File: config.mk
export PLATFORM = sky130hd
export DESIGN_NAME = irq_entry_host
export DESIGN_NICKNAME = d
export VERILOG_FILES = /design/src/irq_host_pkg.sv /design/src/restore_if.sv /design/src/irq_entry_host.sv /design/src/restore_seq.sv
export SDC_FILE = /design/constraint.sdc
export NUM_CORES = 1
export LEC_CHECK = 0
export BUFFER_PORTS_ARGS = -buffer_cell sky130_fd_sc_hd__buf_2
export CAP_MARGIN = 20
export CORE_MARGIN = 2
export CORE_UTILIZATION = 55
export DETAILED_ROUTE_END_ITERATION = 10
export GPL_TIMING_DRIVEN = 0
export PLACE_DENSITY = 0.79
export REMOVE_ABC_BUFFERS = 1
export SETUP_SLACK_MARGIN = 0.15
export SLEW_MARGIN = 5
export SYNTH_ARGS = -nofsm -noshare
export SYNTH_HDL_FRONTEND = slang
export SYNTH_SLANG_ARGS = --single-unit
File: constraint.sdc
create_clock -name sys_clk -period 5.95 [get_ports sys_clk]
set_input_delay 1.19 -clock sys_clk [delete_from_list [all_inputs] [get_ports sys_clk]]
set_output_delay 1.19 -clock sys_clk [all_outputs]
set_load 0.01 [all_outputs]
File: src/irq_host_pkg.sv
// constants and types shared by the interrupt entry host controller
package irq_host_pkg;

  // ----------------------------------------
  // register map, byte offsets on apb
  // ----------------------------------------
  localparam logic [11:0] REG_CTRL = 12'h000;
  localparam logic [11:0] REG_STATUS = 12'h004;
  localparam logic [11:0] REG_INT_STAT = 12'h008;
  localparam logic [11:0] REG_INT_MASK = 12'h00c;
  localparam logic [11:0] REG_MATCH_ADDR = 12'h010;
  localparam logic [11:0] REG_SP_INIT = 12'h014;

  // ----------------------------------------
  // field positions
  // ----------------------------------------
  localparam int CTRL_DEV_RUN = 0;
  localparam int CTRL_NMI_REQ = 1;
  localparam int CTRL_MATCH_EN = 2;
  localparam int CTRL_FAST = 3;
  localparam int CTRL_RET_GO = 4;
  localparam int CTRL_NMI_REWRITES = 5;
  localparam int ST_FIRST_DONE = 0;
  localparam int ST_SP_VALID = 1;
  localparam int ST_NMI_PIN = 2;
  localparam int ST_BLACKOUT = 3;
  localparam int ST_SEQ_BUSY = 4;
  localparam int ST_NMI_PEND = 5;
  localparam int EV_NMI_SENT = 0;
  localparam int EV_SEQ_DONE = 1;
  localparam int EV_MATCH_BAD = 2;
  localparam int EV_W = 3;
  localparam logic [EV_W-1:0] EV_RESET = 3'h0;

  // ----------------------------------------
  // timing
  // ----------------------------------------
  localparam int CLK_PERIOD_NS = 100;
  localparam int NMI_EXTRA_NS = 300;
  localparam int NMI_DEV_CLKS = 2;
  localparam int NMI_HOLD_CYC =
    (NMI_EXTRA_NS + CLK_PERIOD_NS - 1) / CLK_PERIOD_NS + NMI_DEV_CLKS;
  localparam logic [3:0] NMI_HOLD = 4'(NMI_HOLD_CYC);

  // ----------------------------------------
  // address-match blackout windows and the stacked flag offset
  // ----------------------------------------
  localparam logic [2:0] WIN_PRIO_DROP = 3'h7;
  localparam logic [2:0] WIN_FLAG_SET = 3'h3;
  localparam logic [3:0] STACK_FLAG_OFFSET = 4'h6;

  // class of each retired instruction, reported by the core
  typedef enum logic [2:0] {
    K_NONE, K_CLR_REQ, K_LOWER_ILVL, K_SET_I, K_LOWER_IPL, K_ISR_START
  } retire_kind_t;

  // operation fed to the core by the restore sequencer
  typedef enum logic [3:0] {
    OP_IDLE, OP_SEL_ISP, OP_PUSH_R0, OP_READ_STACK_FLAG, OP_READ_SAVED_FLAG,
    OP_LOAD_FLAG, OP_POP_R0, OP_NOP, OP_RETURN, OP_FAST_RETURN
  } seq_op_t;

endpackage

File: src/restore_if.sv
// link between the controller and its flag-restore sequencer
`timescale 1ns/100ps
interface restore_if;
  import irq_host_pkg::*;
  logic go;
  logic full;
  logic fast;
  logic ack;
  logic busy;
  logic done;
  logic valid;
  seq_op_t op;
  logic [3:0] offset;
  modport ctl(output go, output full, output fast, output ack,
              input busy, input done, input valid, input op, input offset);
  modport seq(input go, input full, input fast, input ack,
              output busy, output done, output valid, output op, output offset);
endinterface

File: src/irq_entry_host.sv
// host controller driving a cpu core's reset, nmi, match and return pins
//
// Overview of operation
// RULE_01: core clears its stack pointer to zero when reset is released.
// RULE_02: a valid stack pointer is loaded before any interrupt is accepted.
// RULE_03: no interrupt, nmi included, during the first instruction after reset.
// RULE_04: the stack pointer gets an even address for efficiency.
// RULE_05: core offers no control that can block the nmi pin.
// RULE_06: nmi pin reads back as an input-only port bit of its level.
// RULE_07: match target never on the first instruction of a service routine.
// RULE_08: no match target within seven instructions after a priority drop.
// RULE_09: no match target within three instructions after setting the i flag.
// RULE_10: no match target within three instructions after lowering ipl.
// RULE_11: routines rewriting control registers end with the flag-restore sequence.
// RULE_12: routines re-enabling nested interrupts also end with the restore sequence.
// RULE_13: if the nmi routine rewrites control registers, every routine restores.
// RULE_14: restore: select isp, push r0, read flag at offset 6, load, pop, nop, return.
// RULE_15: high-speed interrupts read the saved flag and use the fast return.
// RULE_16: core raises the match interrupt at the matched address.
//
// Local design decisions: register access over APB and the register offsets.
`timescale 1ns/100ps
module irq_entry_host
  import irq_host_pkg::*;
#(
  parameter int ADDR_W = 24
) (
  input wire logic sys_clk,
  input wire logic rstn,
  input wire logic psel,
  input wire logic penable,
  input wire logic pwrite,
  input wire logic [11:0] paddr,
  input wire logic [31:0] pwdata,
  output logic [31:0] prdata,
  output logic pready,
  output logic pslverr,
  output logic irq,
  output logic dev_rstn,
  output logic nmi_n,
  output logic sp_load,
  output logic [ADDR_W-1:0] sp_value,
  output logic match_en,
  output logic [ADDR_W-1:0] match_addr,
  output logic seq_valid,
  output logic [3:0] seq_op,
  output logic [3:0] seq_offset,
  input wire logic first_done,
  input wire logic retire_tgl,
  input wire logic [2:0] retire_kind,
  input wire logic [ADDR_W-1:0] retire_addr,
  input wire logic nmi_port_bit,
  input wire logic seq_ack
);

  // ----------------------------------------
  // state
  // ----------------------------------------
  localparam int SYNC_W = ADDR_W + 7;
  localparam int P_KIND = ADDR_W;
  localparam int P_TGL = ADDR_W + 3;
  localparam int P_FIRST = ADDR_W + 4;
  localparam int P_NMI = ADDR_W + 5;
  localparam int P_ACK = ADDR_W + 6;

  typedef enum logic [1:0] {N_IDLE, N_LOW, N_HIGH} nmi_state_t;

  typedef struct packed {
    logic [SYNC_W-1:0] s1;
    logic [SYNC_W-1:0] s2;
    logic [SYNC_W-1:0] s3;
    logic [SYNC_W-1:0] f;
    logic last_tgl;
    logic dev_run;
    logic match_en;
    logic fast;
    logic nmi_rewrites;
    logic ret_go;
    logic sp_valid;
    logic sp_load;
    logic [ADDR_W-1:0] sp_value;
    logic [ADDR_W-1:0] match_addr;
    nmi_state_t nst;
    logic nmi_pend;
    logic nmi_n;
    logic [3:0] ncnt;
    logic [2:0] blackout;
    logic icr_touched;
    logic nested;
    logic [EV_W-1:0] stat;
    logic [EV_W-1:0] mask;
    logic irq;
    logic [31:0] prdata;
    logic pready;
    logic pslverr;
  } host_reg_t;

  host_reg_t r;
  host_reg_t next_r;
  restore_if rif ();

  // --------------------
  // helper functions
  // --------------------
  // a change counts once the second and third stages agree
  function automatic logic [SYNC_W-1:0] settle(
    logic [SYNC_W-1:0] a, logic [SYNC_W-1:0] b, logic [SYNC_W-1:0] prev);
    settle = (a & ~(a ^ b)) | (prev & (a ^ b));
  endfunction

  function automatic logic mapped(logic [11:0] a);
    mapped = (a == REG_CTRL) || (a == REG_STATUS) || (a == REG_INT_STAT) ||
             (a == REG_INT_MASK) || (a == REG_MATCH_ADDR) || (a == REG_SP_INIT);
  endfunction

  // a short window never cuts a longer one already running
  function automatic logic [2:0] widen(logic [2:0] cur, logic [2:0] win);
    widen = (cur < win) ? win : cur;
  endfunction

  // ----------------------------------------
  // next state
  // ----------------------------------------
  logic [SYNC_W-1:0] raw;
  logic retire_ev;
  logic ok_for_irq;
  logic apb_wr;
  logic [EV_W-1:0] ev;
  retire_kind_t kind;
  logic [ADDR_W-1:0] raddr;

  assign raw = {seq_ack, nmi_port_bit, first_done, retire_tgl, retire_kind, retire_addr};
  assign kind = retire_kind_t'(r.f[P_KIND +: 3]);
  assign raddr = r.f[ADDR_W-1:0];
  // one pulse per synced toggle of the retire pin
  assign retire_ev = r.f[P_TGL] ^ r.last_tgl;
  // nmi held back until the first instruction retired and sp is loaded
  assign ok_for_irq = r.dev_run && r.f[P_FIRST] && r.sp_valid; // RULE_02 RULE_03
  assign apb_wr = psel && penable && r.pready && pwrite;

  always_comb begin
    next_r = r;
    ev = '0;
    // --------------------
    // pin synchronisers
    // --------------------
    next_r.s1 = raw;
    next_r.s2 = r.s1;
    next_r.s3 = r.s2;
    next_r.f = settle(r.s2, r.s3, r.f);
    next_r.last_tgl = r.f[P_TGL];
    next_r.sp_load = 1'b0;
    next_r.ret_go = 1'b0;

    // --------------------
    // instruction retire tracking for the match blackout windows
    // --------------------
    if (retire_ev) begin
      if (r.match_en && raddr == r.match_addr &&
          (r.blackout != 3'h0 || kind == K_ISR_START)) begin
        ev[EV_MATCH_BAD] = 1'b1; // RULE_07 RULE_08 RULE_09 RULE_10
        next_r.match_en = 1'b0;
      end
      if (r.blackout != 3'h0) begin
        next_r.blackout = r.blackout - 3'h1;
      end
      case (kind)
        K_CLR_REQ, K_LOWER_ILVL: begin
          next_r.blackout = WIN_PRIO_DROP; // RULE_08
          next_r.icr_touched = 1'b1; // RULE_11
        end
        K_SET_I: begin
          next_r.blackout = widen(next_r.blackout, WIN_FLAG_SET); // RULE_09
          next_r.nested = 1'b1; // RULE_12
        end
        K_LOWER_IPL: begin
          next_r.blackout = widen(next_r.blackout, WIN_FLAG_SET); // RULE_10
        end
        default: begin
        end
      endcase
    end

    // --------------------
    // nmi pulse: low and high phases each held the minimum width
    // --------------------
    case (r.nst)
      N_IDLE: begin
        if (r.nmi_pend && ok_for_irq) begin
          next_r.nmi_pend = 1'b0;
          next_r.nmi_n = 1'b0;
          next_r.ncnt = NMI_HOLD;
          next_r.nst = N_LOW;
          ev[EV_NMI_SENT] = 1'b1;
        end
      end
      N_LOW: begin
        next_r.ncnt = r.ncnt - 4'h1;
        if (r.ncnt == 4'h1) begin
          next_r.nmi_n = 1'b1;
          next_r.ncnt = NMI_HOLD;
          next_r.nst = N_HIGH;
        end
      end
      N_HIGH: begin
        next_r.ncnt = r.ncnt - 4'h1;
        if (r.ncnt == 4'h1) begin
          next_r.nst = N_IDLE;
        end
      end
      default: next_r.nst = N_IDLE;
    endcase

    // --------------------
    // restore sequence finished
    // --------------------
    if (rif.done) begin
      ev[EV_SEQ_DONE] = 1'b1;
      next_r.icr_touched = 1'b0;
      next_r.nested = 1'b0;
    end

    // --------------------
    // apb: setup cycle registers the answer, access cycle completes
    // --------------------
    next_r.pready = psel && !r.pready;
    // error flag stands for the access cycle only
    next_r.pslverr = 1'b0;
    if (psel && !penable && !r.pready) begin
      next_r.pslverr = !mapped(paddr);
      next_r.prdata = '0;
      case (paddr)
        REG_CTRL: begin
          next_r.prdata[CTRL_DEV_RUN] = r.dev_run;
          next_r.prdata[CTRL_NMI_REQ] = r.nmi_pend;
          next_r.prdata[CTRL_MATCH_EN] = r.match_en;
          next_r.prdata[CTRL_FAST] = r.fast;
          next_r.prdata[CTRL_NMI_REWRITES] = r.nmi_rewrites;
        end
        REG_STATUS: begin
          next_r.prdata[ST_FIRST_DONE] = r.f[P_FIRST];
          next_r.prdata[ST_SP_VALID] = r.sp_valid;
          next_r.prdata[ST_NMI_PIN] = r.f[P_NMI]; // RULE_06
          next_r.prdata[ST_BLACKOUT] = (r.blackout != 3'h0);
          next_r.prdata[ST_SEQ_BUSY] = rif.busy;
          next_r.prdata[ST_NMI_PEND] = r.nmi_pend;
        end
        REG_INT_STAT: next_r.prdata[EV_W-1:0] = r.stat;
        REG_INT_MASK: next_r.prdata[EV_W-1:0] = r.mask;
        REG_MATCH_ADDR: next_r.prdata[ADDR_W-1:0] = r.match_addr;
        REG_SP_INIT: next_r.prdata[ADDR_W-1:0] = r.sp_value;
        default: next_r.prdata = '0;
      endcase
    end

    // --------------------
    // register writes and sticky events
    // --------------------
    next_r.stat = r.stat | ev;
    if (apb_wr) begin
      case (paddr)
        REG_CTRL: begin
          next_r.dev_run = pwdata[CTRL_DEV_RUN];
          next_r.match_en = pwdata[CTRL_MATCH_EN];
          next_r.fast = pwdata[CTRL_FAST];
          next_r.nmi_rewrites = pwdata[CTRL_NMI_REWRITES];
          // a send in this cycle must not be undone by the write
          next_r.nmi_pend = next_r.nmi_pend | pwdata[CTRL_NMI_REQ];
          next_r.ret_go = pwdata[CTRL_RET_GO] && !rif.busy;
        end
        // an event in the same cycle survives its clear
        REG_INT_STAT: next_r.stat = (r.stat & ~pwdata[EV_W-1:0]) | ev;
        REG_INT_MASK: next_r.mask = pwdata[EV_W-1:0];
        REG_MATCH_ADDR: next_r.match_addr = pwdata[ADDR_W-1:0];
        REG_SP_INIT: begin
          // low bit forced clear, odd stack addresses cost bus cycles
          next_r.sp_value = {pwdata[ADDR_W-1:1], 1'b0}; // RULE_04
          next_r.sp_load = r.dev_run;
          next_r.sp_valid = r.dev_run; // RULE_02
        end
        default: begin
        end
      endcase
    end

    // --------------------
    // core in reset: its stack pointer reads zero again
    // --------------------
    if (!r.dev_run) begin
      next_r.sp_valid = 1'b0; // RULE_01
      next_r.blackout = 3'h0;
      next_r.icr_touched = 1'b0;
      next_r.nested = 1'b0;
    end

    // --------------------
    // level interrupt output
    // --------------------
    next_r.irq = |(next_r.stat & next_r.mask);
  end

  // ----------------------------------------
  // registers and sequencer
  // ----------------------------------------
  always_ff @(posedge sys_clk or negedge rstn) begin
    if (!rstn) begin
      r <= '0;
      r.nmi_n <= 1'b1;
    end else begin
      r <= next_r;
    end
  end

  // --------------------
  // restore sequencer link
  // --------------------
  // full restore when a control register was rewritten or nesting enabled
  assign rif.go = r.ret_go;
  assign rif.full = r.icr_touched || r.nested || r.nmi_rewrites; // RULE_11 RULE_12 RULE_13
  assign rif.fast = r.fast; // RULE_15
  assign rif.ack = r.f[P_ACK];

  restore_seq restore_seq_inst (
    .sys_clk(sys_clk),
    .rstn(rstn),
    .rif(rif.seq)
  );

  // ----------------------------------------
  // outputs, all straight from flip-flops
  // ----------------------------------------
  assign prdata = r.prdata;
  assign pready = r.pready;
  assign pslverr = r.pslverr;
  assign irq = r.irq;
  assign dev_rstn = r.dev_run;
  assign nmi_n = r.nmi_n;
  assign sp_load = r.sp_load;
  assign sp_value = r.sp_value;
  assign match_en = r.match_en;
  assign match_addr = r.match_addr;
  assign seq_valid = rif.valid;
  assign seq_op = rif.op;
  assign seq_offset = rif.offset;

endmodule

File: src/restore_seq.sv
// flag-restore and return sequencer, four-phase handshake per operation
`timescale 1ns/100ps
module restore_seq
  import irq_host_pkg::*;
(
  input wire logic sys_clk,
  input wire logic rstn,
  restore_if.seq rif
);

  typedef enum logic [1:0] {S_IDLE, S_ISSUE, S_RELEASE} seq_state_t;

  typedef struct packed {
    seq_state_t st;
    seq_op_t op;
    logic fast;
    logic valid;
    logic busy;
    logic done;
    logic [3:0] offset;
  } seq_reg_t;

  seq_reg_t r;
  seq_reg_t next_r;

  // order of the restore operations after the register pops
  function automatic seq_op_t step_after(seq_op_t cur, logic fast);
    case (cur)
      OP_SEL_ISP: step_after = OP_PUSH_R0;
      OP_PUSH_R0: step_after = fast ? OP_READ_SAVED_FLAG : OP_READ_STACK_FLAG; // RULE_15
      OP_READ_STACK_FLAG: step_after = OP_LOAD_FLAG;
      OP_READ_SAVED_FLAG: step_after = OP_LOAD_FLAG;
      OP_LOAD_FLAG: step_after = OP_POP_R0;
      OP_POP_R0: step_after = OP_NOP;
      OP_NOP: step_after = fast ? OP_FAST_RETURN : OP_RETURN; // RULE_15
      default: step_after = OP_IDLE;
    endcase
  endfunction

  always_comb begin
    next_r = r;
    next_r.done = 1'b0;
    case (r.st)
      S_IDLE: begin
        if (rif.go) begin
          next_r.fast = rif.fast;
          next_r.busy = 1'b1;
          next_r.valid = 1'b1;
          next_r.st = S_ISSUE;
          // plain return when no control register was touched and no nesting or nmi rewrite is flagged
          if (rif.full) begin
            next_r.op = OP_SEL_ISP; // RULE_14
          end else begin
            next_r.op = rif.fast ? OP_FAST_RETURN : OP_RETURN;
          end
        end
      end
      S_ISSUE: begin
        if (rif.ack) begin
          next_r.valid = 1'b0;
          next_r.st = S_RELEASE;
        end
      end
      S_RELEASE: begin
        if (!rif.ack) begin
          if (r.op == OP_RETURN || r.op == OP_FAST_RETURN) begin
            next_r.op = OP_IDLE;
            next_r.busy = 1'b0;
            next_r.done = 1'b1;
            next_r.st = S_IDLE;
          end else begin
            next_r.op = step_after(r.op, r.fast); // RULE_14
            next_r.valid = 1'b1;
            next_r.st = S_ISSUE;
          end
        end
      end
      default: next_r.st = S_IDLE;
    endcase
    next_r.offset = (next_r.op == OP_READ_STACK_FLAG) ? STACK_FLAG_OFFSET : 4'h0; // RULE_14
  end

  always_ff @(posedge sys_clk or negedge rstn) begin
    if (!rstn) begin
      r <= '0;
    end else begin
      r <= next_r;
    end
  end

  assign rif.busy = r.busy;
  assign rif.done = r.done;
  assign rif.valid = r.valid;
  assign rif.op = r.op;
  assign rif.offset = r.offset;

endmodule
# Word-level counts from Yosys, hierarchy flattened
# Cells that the tools add are included.
[word_totals]
ff_bits = 239
word_cells = 198
output_inout_bits = 96
in_bits = 80
[classes]
reduce_logical = 50
bitwise_logic = 12
addsub = 2
muxes = 59
eq_ne = 40
order_cmp = 1
[op_table]
columns = ["op", "n"]
rows = [
  ["$and A31 B31 Y31", 2],
  ["$mux W54", 1],
  ["$pmux W18 S2", 1],
  ["$not A31 Y31", 1],
  ["$or A31 B31 Y31", 1],
  ["$xor A31 B31 Y31", 1],
  ["$mux W26", 1],
  ["$eq A12 B4 Y1 const B", 2],
  ["$eq A12 B5 Y1 const B", 2],
  ["$eq A24 B24 Y1", 1],
  ["$mux W24", 1],
  ["$mux W3", 8],
  ["$pmux W4 S6", 1],
  ["$mux W5", 4],
  ["$mux W1", 19],
  ["$pmux W3 S6", 1],
  ["$eq A4 B3 Y1 const B", 4],
  ["$reduce_and A2 Y1", 8],
  ["$ne A2 B2 Y1 const B", 7],
  ["$eq A12 B3 Y1 const B", 1],
  ["$eq A4 B2 Y1 const B", 3],
  ["$logic_and A1 B1 Y1", 12],
  ["$logic_not A12 Y1", 1],
  ["$mux W6", 2],
  ["38 further kinds", 79],
]

# Longest topological paths before layout
[logic_depth]
ltp_word = 10
ltp_mapped = 9

# Hierarchy
# A second synthesis with hierarchy kept.
[unflattened]
cells_unflattened = 736
hier_area_um2 = 9616.7
[modules_own_cells]
columns = ["mod", "seq_area_each_um2", "cells_per_inst", "instances", "area_per_inst_um2"]
rows = [
  ["irq_entry_host", 5631.7, 657, 1, 8863.5],
  ["restore_seq", 275.3, 79, 1, 753.2],
]

# Worst setup path before layout
# OpenSTA, ideal clock, no wires.
[synth_timing]
path_type = "input to register"
start = "input port paddr[9]"
end = "register r, in the netlist sp_value[10]"
arrival_time_ns = 2.994
setup_time_ns = 0.127
slack_ns = 2.828
cell_stages = 7
path_buffers = 2
t_required_ns = 5.823
cell_sequence = "or4_4 -> nor4_4 -> and3_1 -> and2b_1 -> buf_4 -> buf_6 -> mux2_1"
[synth_via]
elab_chain_len = 2
[synth_lines]
columns = ["element", "line_no", "rtl"]
rows = [
  ["from (decl)", "irq_entry_host.sv:33", "input wire logic [11:0] paddr,"],
  ["$eq A12 B5 Y1", "irq_entry_host.sv:261", "case (paddr)"],
  ["$reduce_and A2 Y1 (no line)", "n/a", ""],
  ["to (signal assigned)", "irq_entry_host.sv:310", "r <= next_r;"],
  ["to (decl)", "irq_entry_host.sv:98", "host_reg_t r;"],
]
# Every way passes these cells.
# A chain may end at the register's enable or synchronous reset.

# Worst setup path in the final report
[layout_timing]
start = "input port paddr[9]"
end = "register r, in the netlist match_addr[0]"
# Same word-level chain as after synthesis.

==> impl_metrics.toml <==
[placement]
port_buffers = 156
gp_congestion = 0.7642
hpwl_microns = 12680

[clock_network]
cts_tree = "yes"
cts_resized = 0
clockBufferDepth = 3
cts_hold_buffers = 0
cts_buffers = 24
cts.sinks = 236
clk_latency_ns = 0.50
cts.reportedPaths.clkPinSlew_ns = 0.06
htreeDepth = 1
root_buffer = "clkbuf_16"
post_cts_buffers = 0

[timing]
max_freq_mhz = 231.9
finalSetupTns_ns = 0
finalHoldViolCount = 0
period_needed_ns = 4.313
finClkSkew_ns = 0.008119
fin_crit_sh = 0.7248
worstMarginPinSlew_ns = 1.158
rsz0062_at_grt = "no"
slew_violations = 0
setup_viol = 0
slew_headroom = 0.2282

[finish]
area_growth_syn_to_layout_pct = 12.55
n_antenna_cell = 0
drive_gt1_frac = 0.2738
nNetsFinal = 915

[synth]
synthCells = 735
synthesis.area_sq_um = 9533
synth_top_area_cell = "dfrtp_1"
yosysUniqueCellTypes = 55
yosysMostFrequentCell = "dfrtp_1"
ys.flop_type = "dfrtp_1"
synth_top_cell_area_share = 0.6169
ys_async_sr_fraction = 1.000
ys_top_cells_by_count = "dfrtp_1, buf_4, nor2_1, mux2_1, maj3_1"
yosys_warnings = 0
yosysSeqAreaShare = 0.6196
ys_ff_latch = 236
synth_edf_count = 0
synth.area.top_cells = "dfrtp_1, buf_4, mux2_1"
avgSynthCellArea_sq_um = 12.97

[power_and_ir_drop]
p_leak_nw = 5.225
vdd_drop_max_v = 0.0002989
p_total_mw = 3.361
p_per_area_nw_per_um2 = 313.2

[floorplanning]
num_io_pins = 176
core_sq_um = 17120
dieArea_sq_um = 18400
die_w_microns = 135.7
num_rows = 48
die_h_microns = 135.7
start_util = 0.5569

[setup_path]
rr_startpoint = "r[43]"
cp_cell_sequence = "buf_2 > or4_4 > nor4_4 > and3_1 > and2b_1 > buf_16 > mux2_2"
crit_type = "in2reg"
reg2reg_depth = 6
r2r_end = "irq"
crit_required_ns = 6.33
reg2reg_slack_ns = 3.51
crit_path_start_kind = "input port"
critPathCaptureType = "flip-flop"
cp_data_arrival_time_ns = 4.69
cp_slowest_stage_delay_ns = 1.00
cp_slowest_cell = "and3_1"
cp_max_fo = 21

[run_status]
status = "finished clean"

[routing]
first_pass_iters = 5
wl_microns = 18780
viasPerCell = 5.377
vias = 5727
drt_iter0_drc = 366
drc_errors = 0
wl_per_cell_microns = 17.63
ant_nets = 0

[global_routing]
grt_pass1_wl_microns = 30100
first_global_vias = 5742
antenna_found_initial = 0
grt_max_degree = 100
grt.total_usage = 0.2077
grt-ovfl-total = 0

[hold_path]
hold_end = "next_r[146]"
min_path_cells = 0
worstHoldStart = "next_r[177]"
hold_class = "reg2reg"

[job]
max-cap-violations = 0
==> where the power goes <==
part | internal, mW | total, mW | switching (mW)
clock network | 0.834 | 1.43 | 0.599
registers | 1.68 | 1.73 | 0.0475
logic | 0.0848 | 0.197 | 0.112
total | 2.60 | 3.36 | 0.759
==> cells in the final DEF (no fill, tap or decap), drive strengths merged, types with 11 or more instances in the layout <==
| cell | count |
|---|---|
| dfrtp | 235 |
| buf | 160 |
| nor2 | 59 |
| mux2 | 58 |
| clkbuf | 36 |
| maj3 | 31 |
| xnor2 | 25 |
| nand2 | 22 |
| inv | 21 |
| a221oi | 21 |
| o21ai | 20 |
| a21oi | 16 |
| ha | 13 |
| conb | 11 |
==> layer usage <==
layer | vias to the layer above | global-route usage | routed length [microns]
li1 | 2624 | - | -
met4 | 0 | 0.05440 | 313
met3 | 28 | 0.03816 | 1049
met2 | 175 | 0.3331 | 8999
met5 | - | 0 | 0
met1 | 2900 | 0.2959 | 8415
==> final cells by class <==
| cell class | instances | area [sq um] |
|---|---|---|
| multi-input cells | 379 | 2806 |
| inverters | 21 | 78.83 |
| repair buffers | 160 | 888.4 |
| well taps | 225 | 281.5 |
| flip-flops and latches | 236 | 5907 |
| clock buffers | 36 | 716.9 |
| clock inverters | 8 | 50.05 |
| fillers | 1345 | 6387 |
==> cells by family (layout without fill, tap and decap cells) <==
group	after synthesis	in the layout	synth area share
xor+xnor	26	26	0.02389
fa+ha+maj	44	44	0.04961
buf+inv	130	225	0.09030
simple gates	145	145	0.07704
mux	65	65	0.07586
other cells	1	11	0.0003934
flops	236	236	0.6196
compound gates	88	88	0.06327
==> worst max-delay path: cells and delay by family <==
kind | cells | cell delay (ns)
and+or+nand+nor | 4 | 2.81
buffers and inverters | 2 | 0.33
muxes | 1 | 0.34
==> how the worst max path moves through the flow <==
stage,from,end,slack (ns),cells after the start
finish,paddr[9],match_addr[0],1.64,7
CTS,paddr[9],match_addr[6],1.65,7
floorplan,paddr[9],match_addr[0],2.14,5
global route,paddr[9],match_addr[16],1.58,7
global placement,rstn,async pin,-0.29,1
detailed placement,paddr[9],match_addr[6],1.10,7
==> stage by stage <==
step | std cells | utilization | setup slack, ns | hold WS [ns] | area (sq um)
floorplan | 636 | - | 2.142 | 0.3312 | 8788
global placement | 1017 | 0.5755 | -0.2944 | 0.3311 | 9851
detailed placement | 1021 | 0.5820 | 1.096 | 0.3347 | 9962
CTS | 1065 | 0.6268 | 1.646 | 0.3431 | 10730
global route | 1065 | 0.6268 | 1.575 | 0.3572 | 10730
finish | 1065 | 0.6268 | 1.637 | 0.3399 | 10730
(Power assumes the default switching activity.)
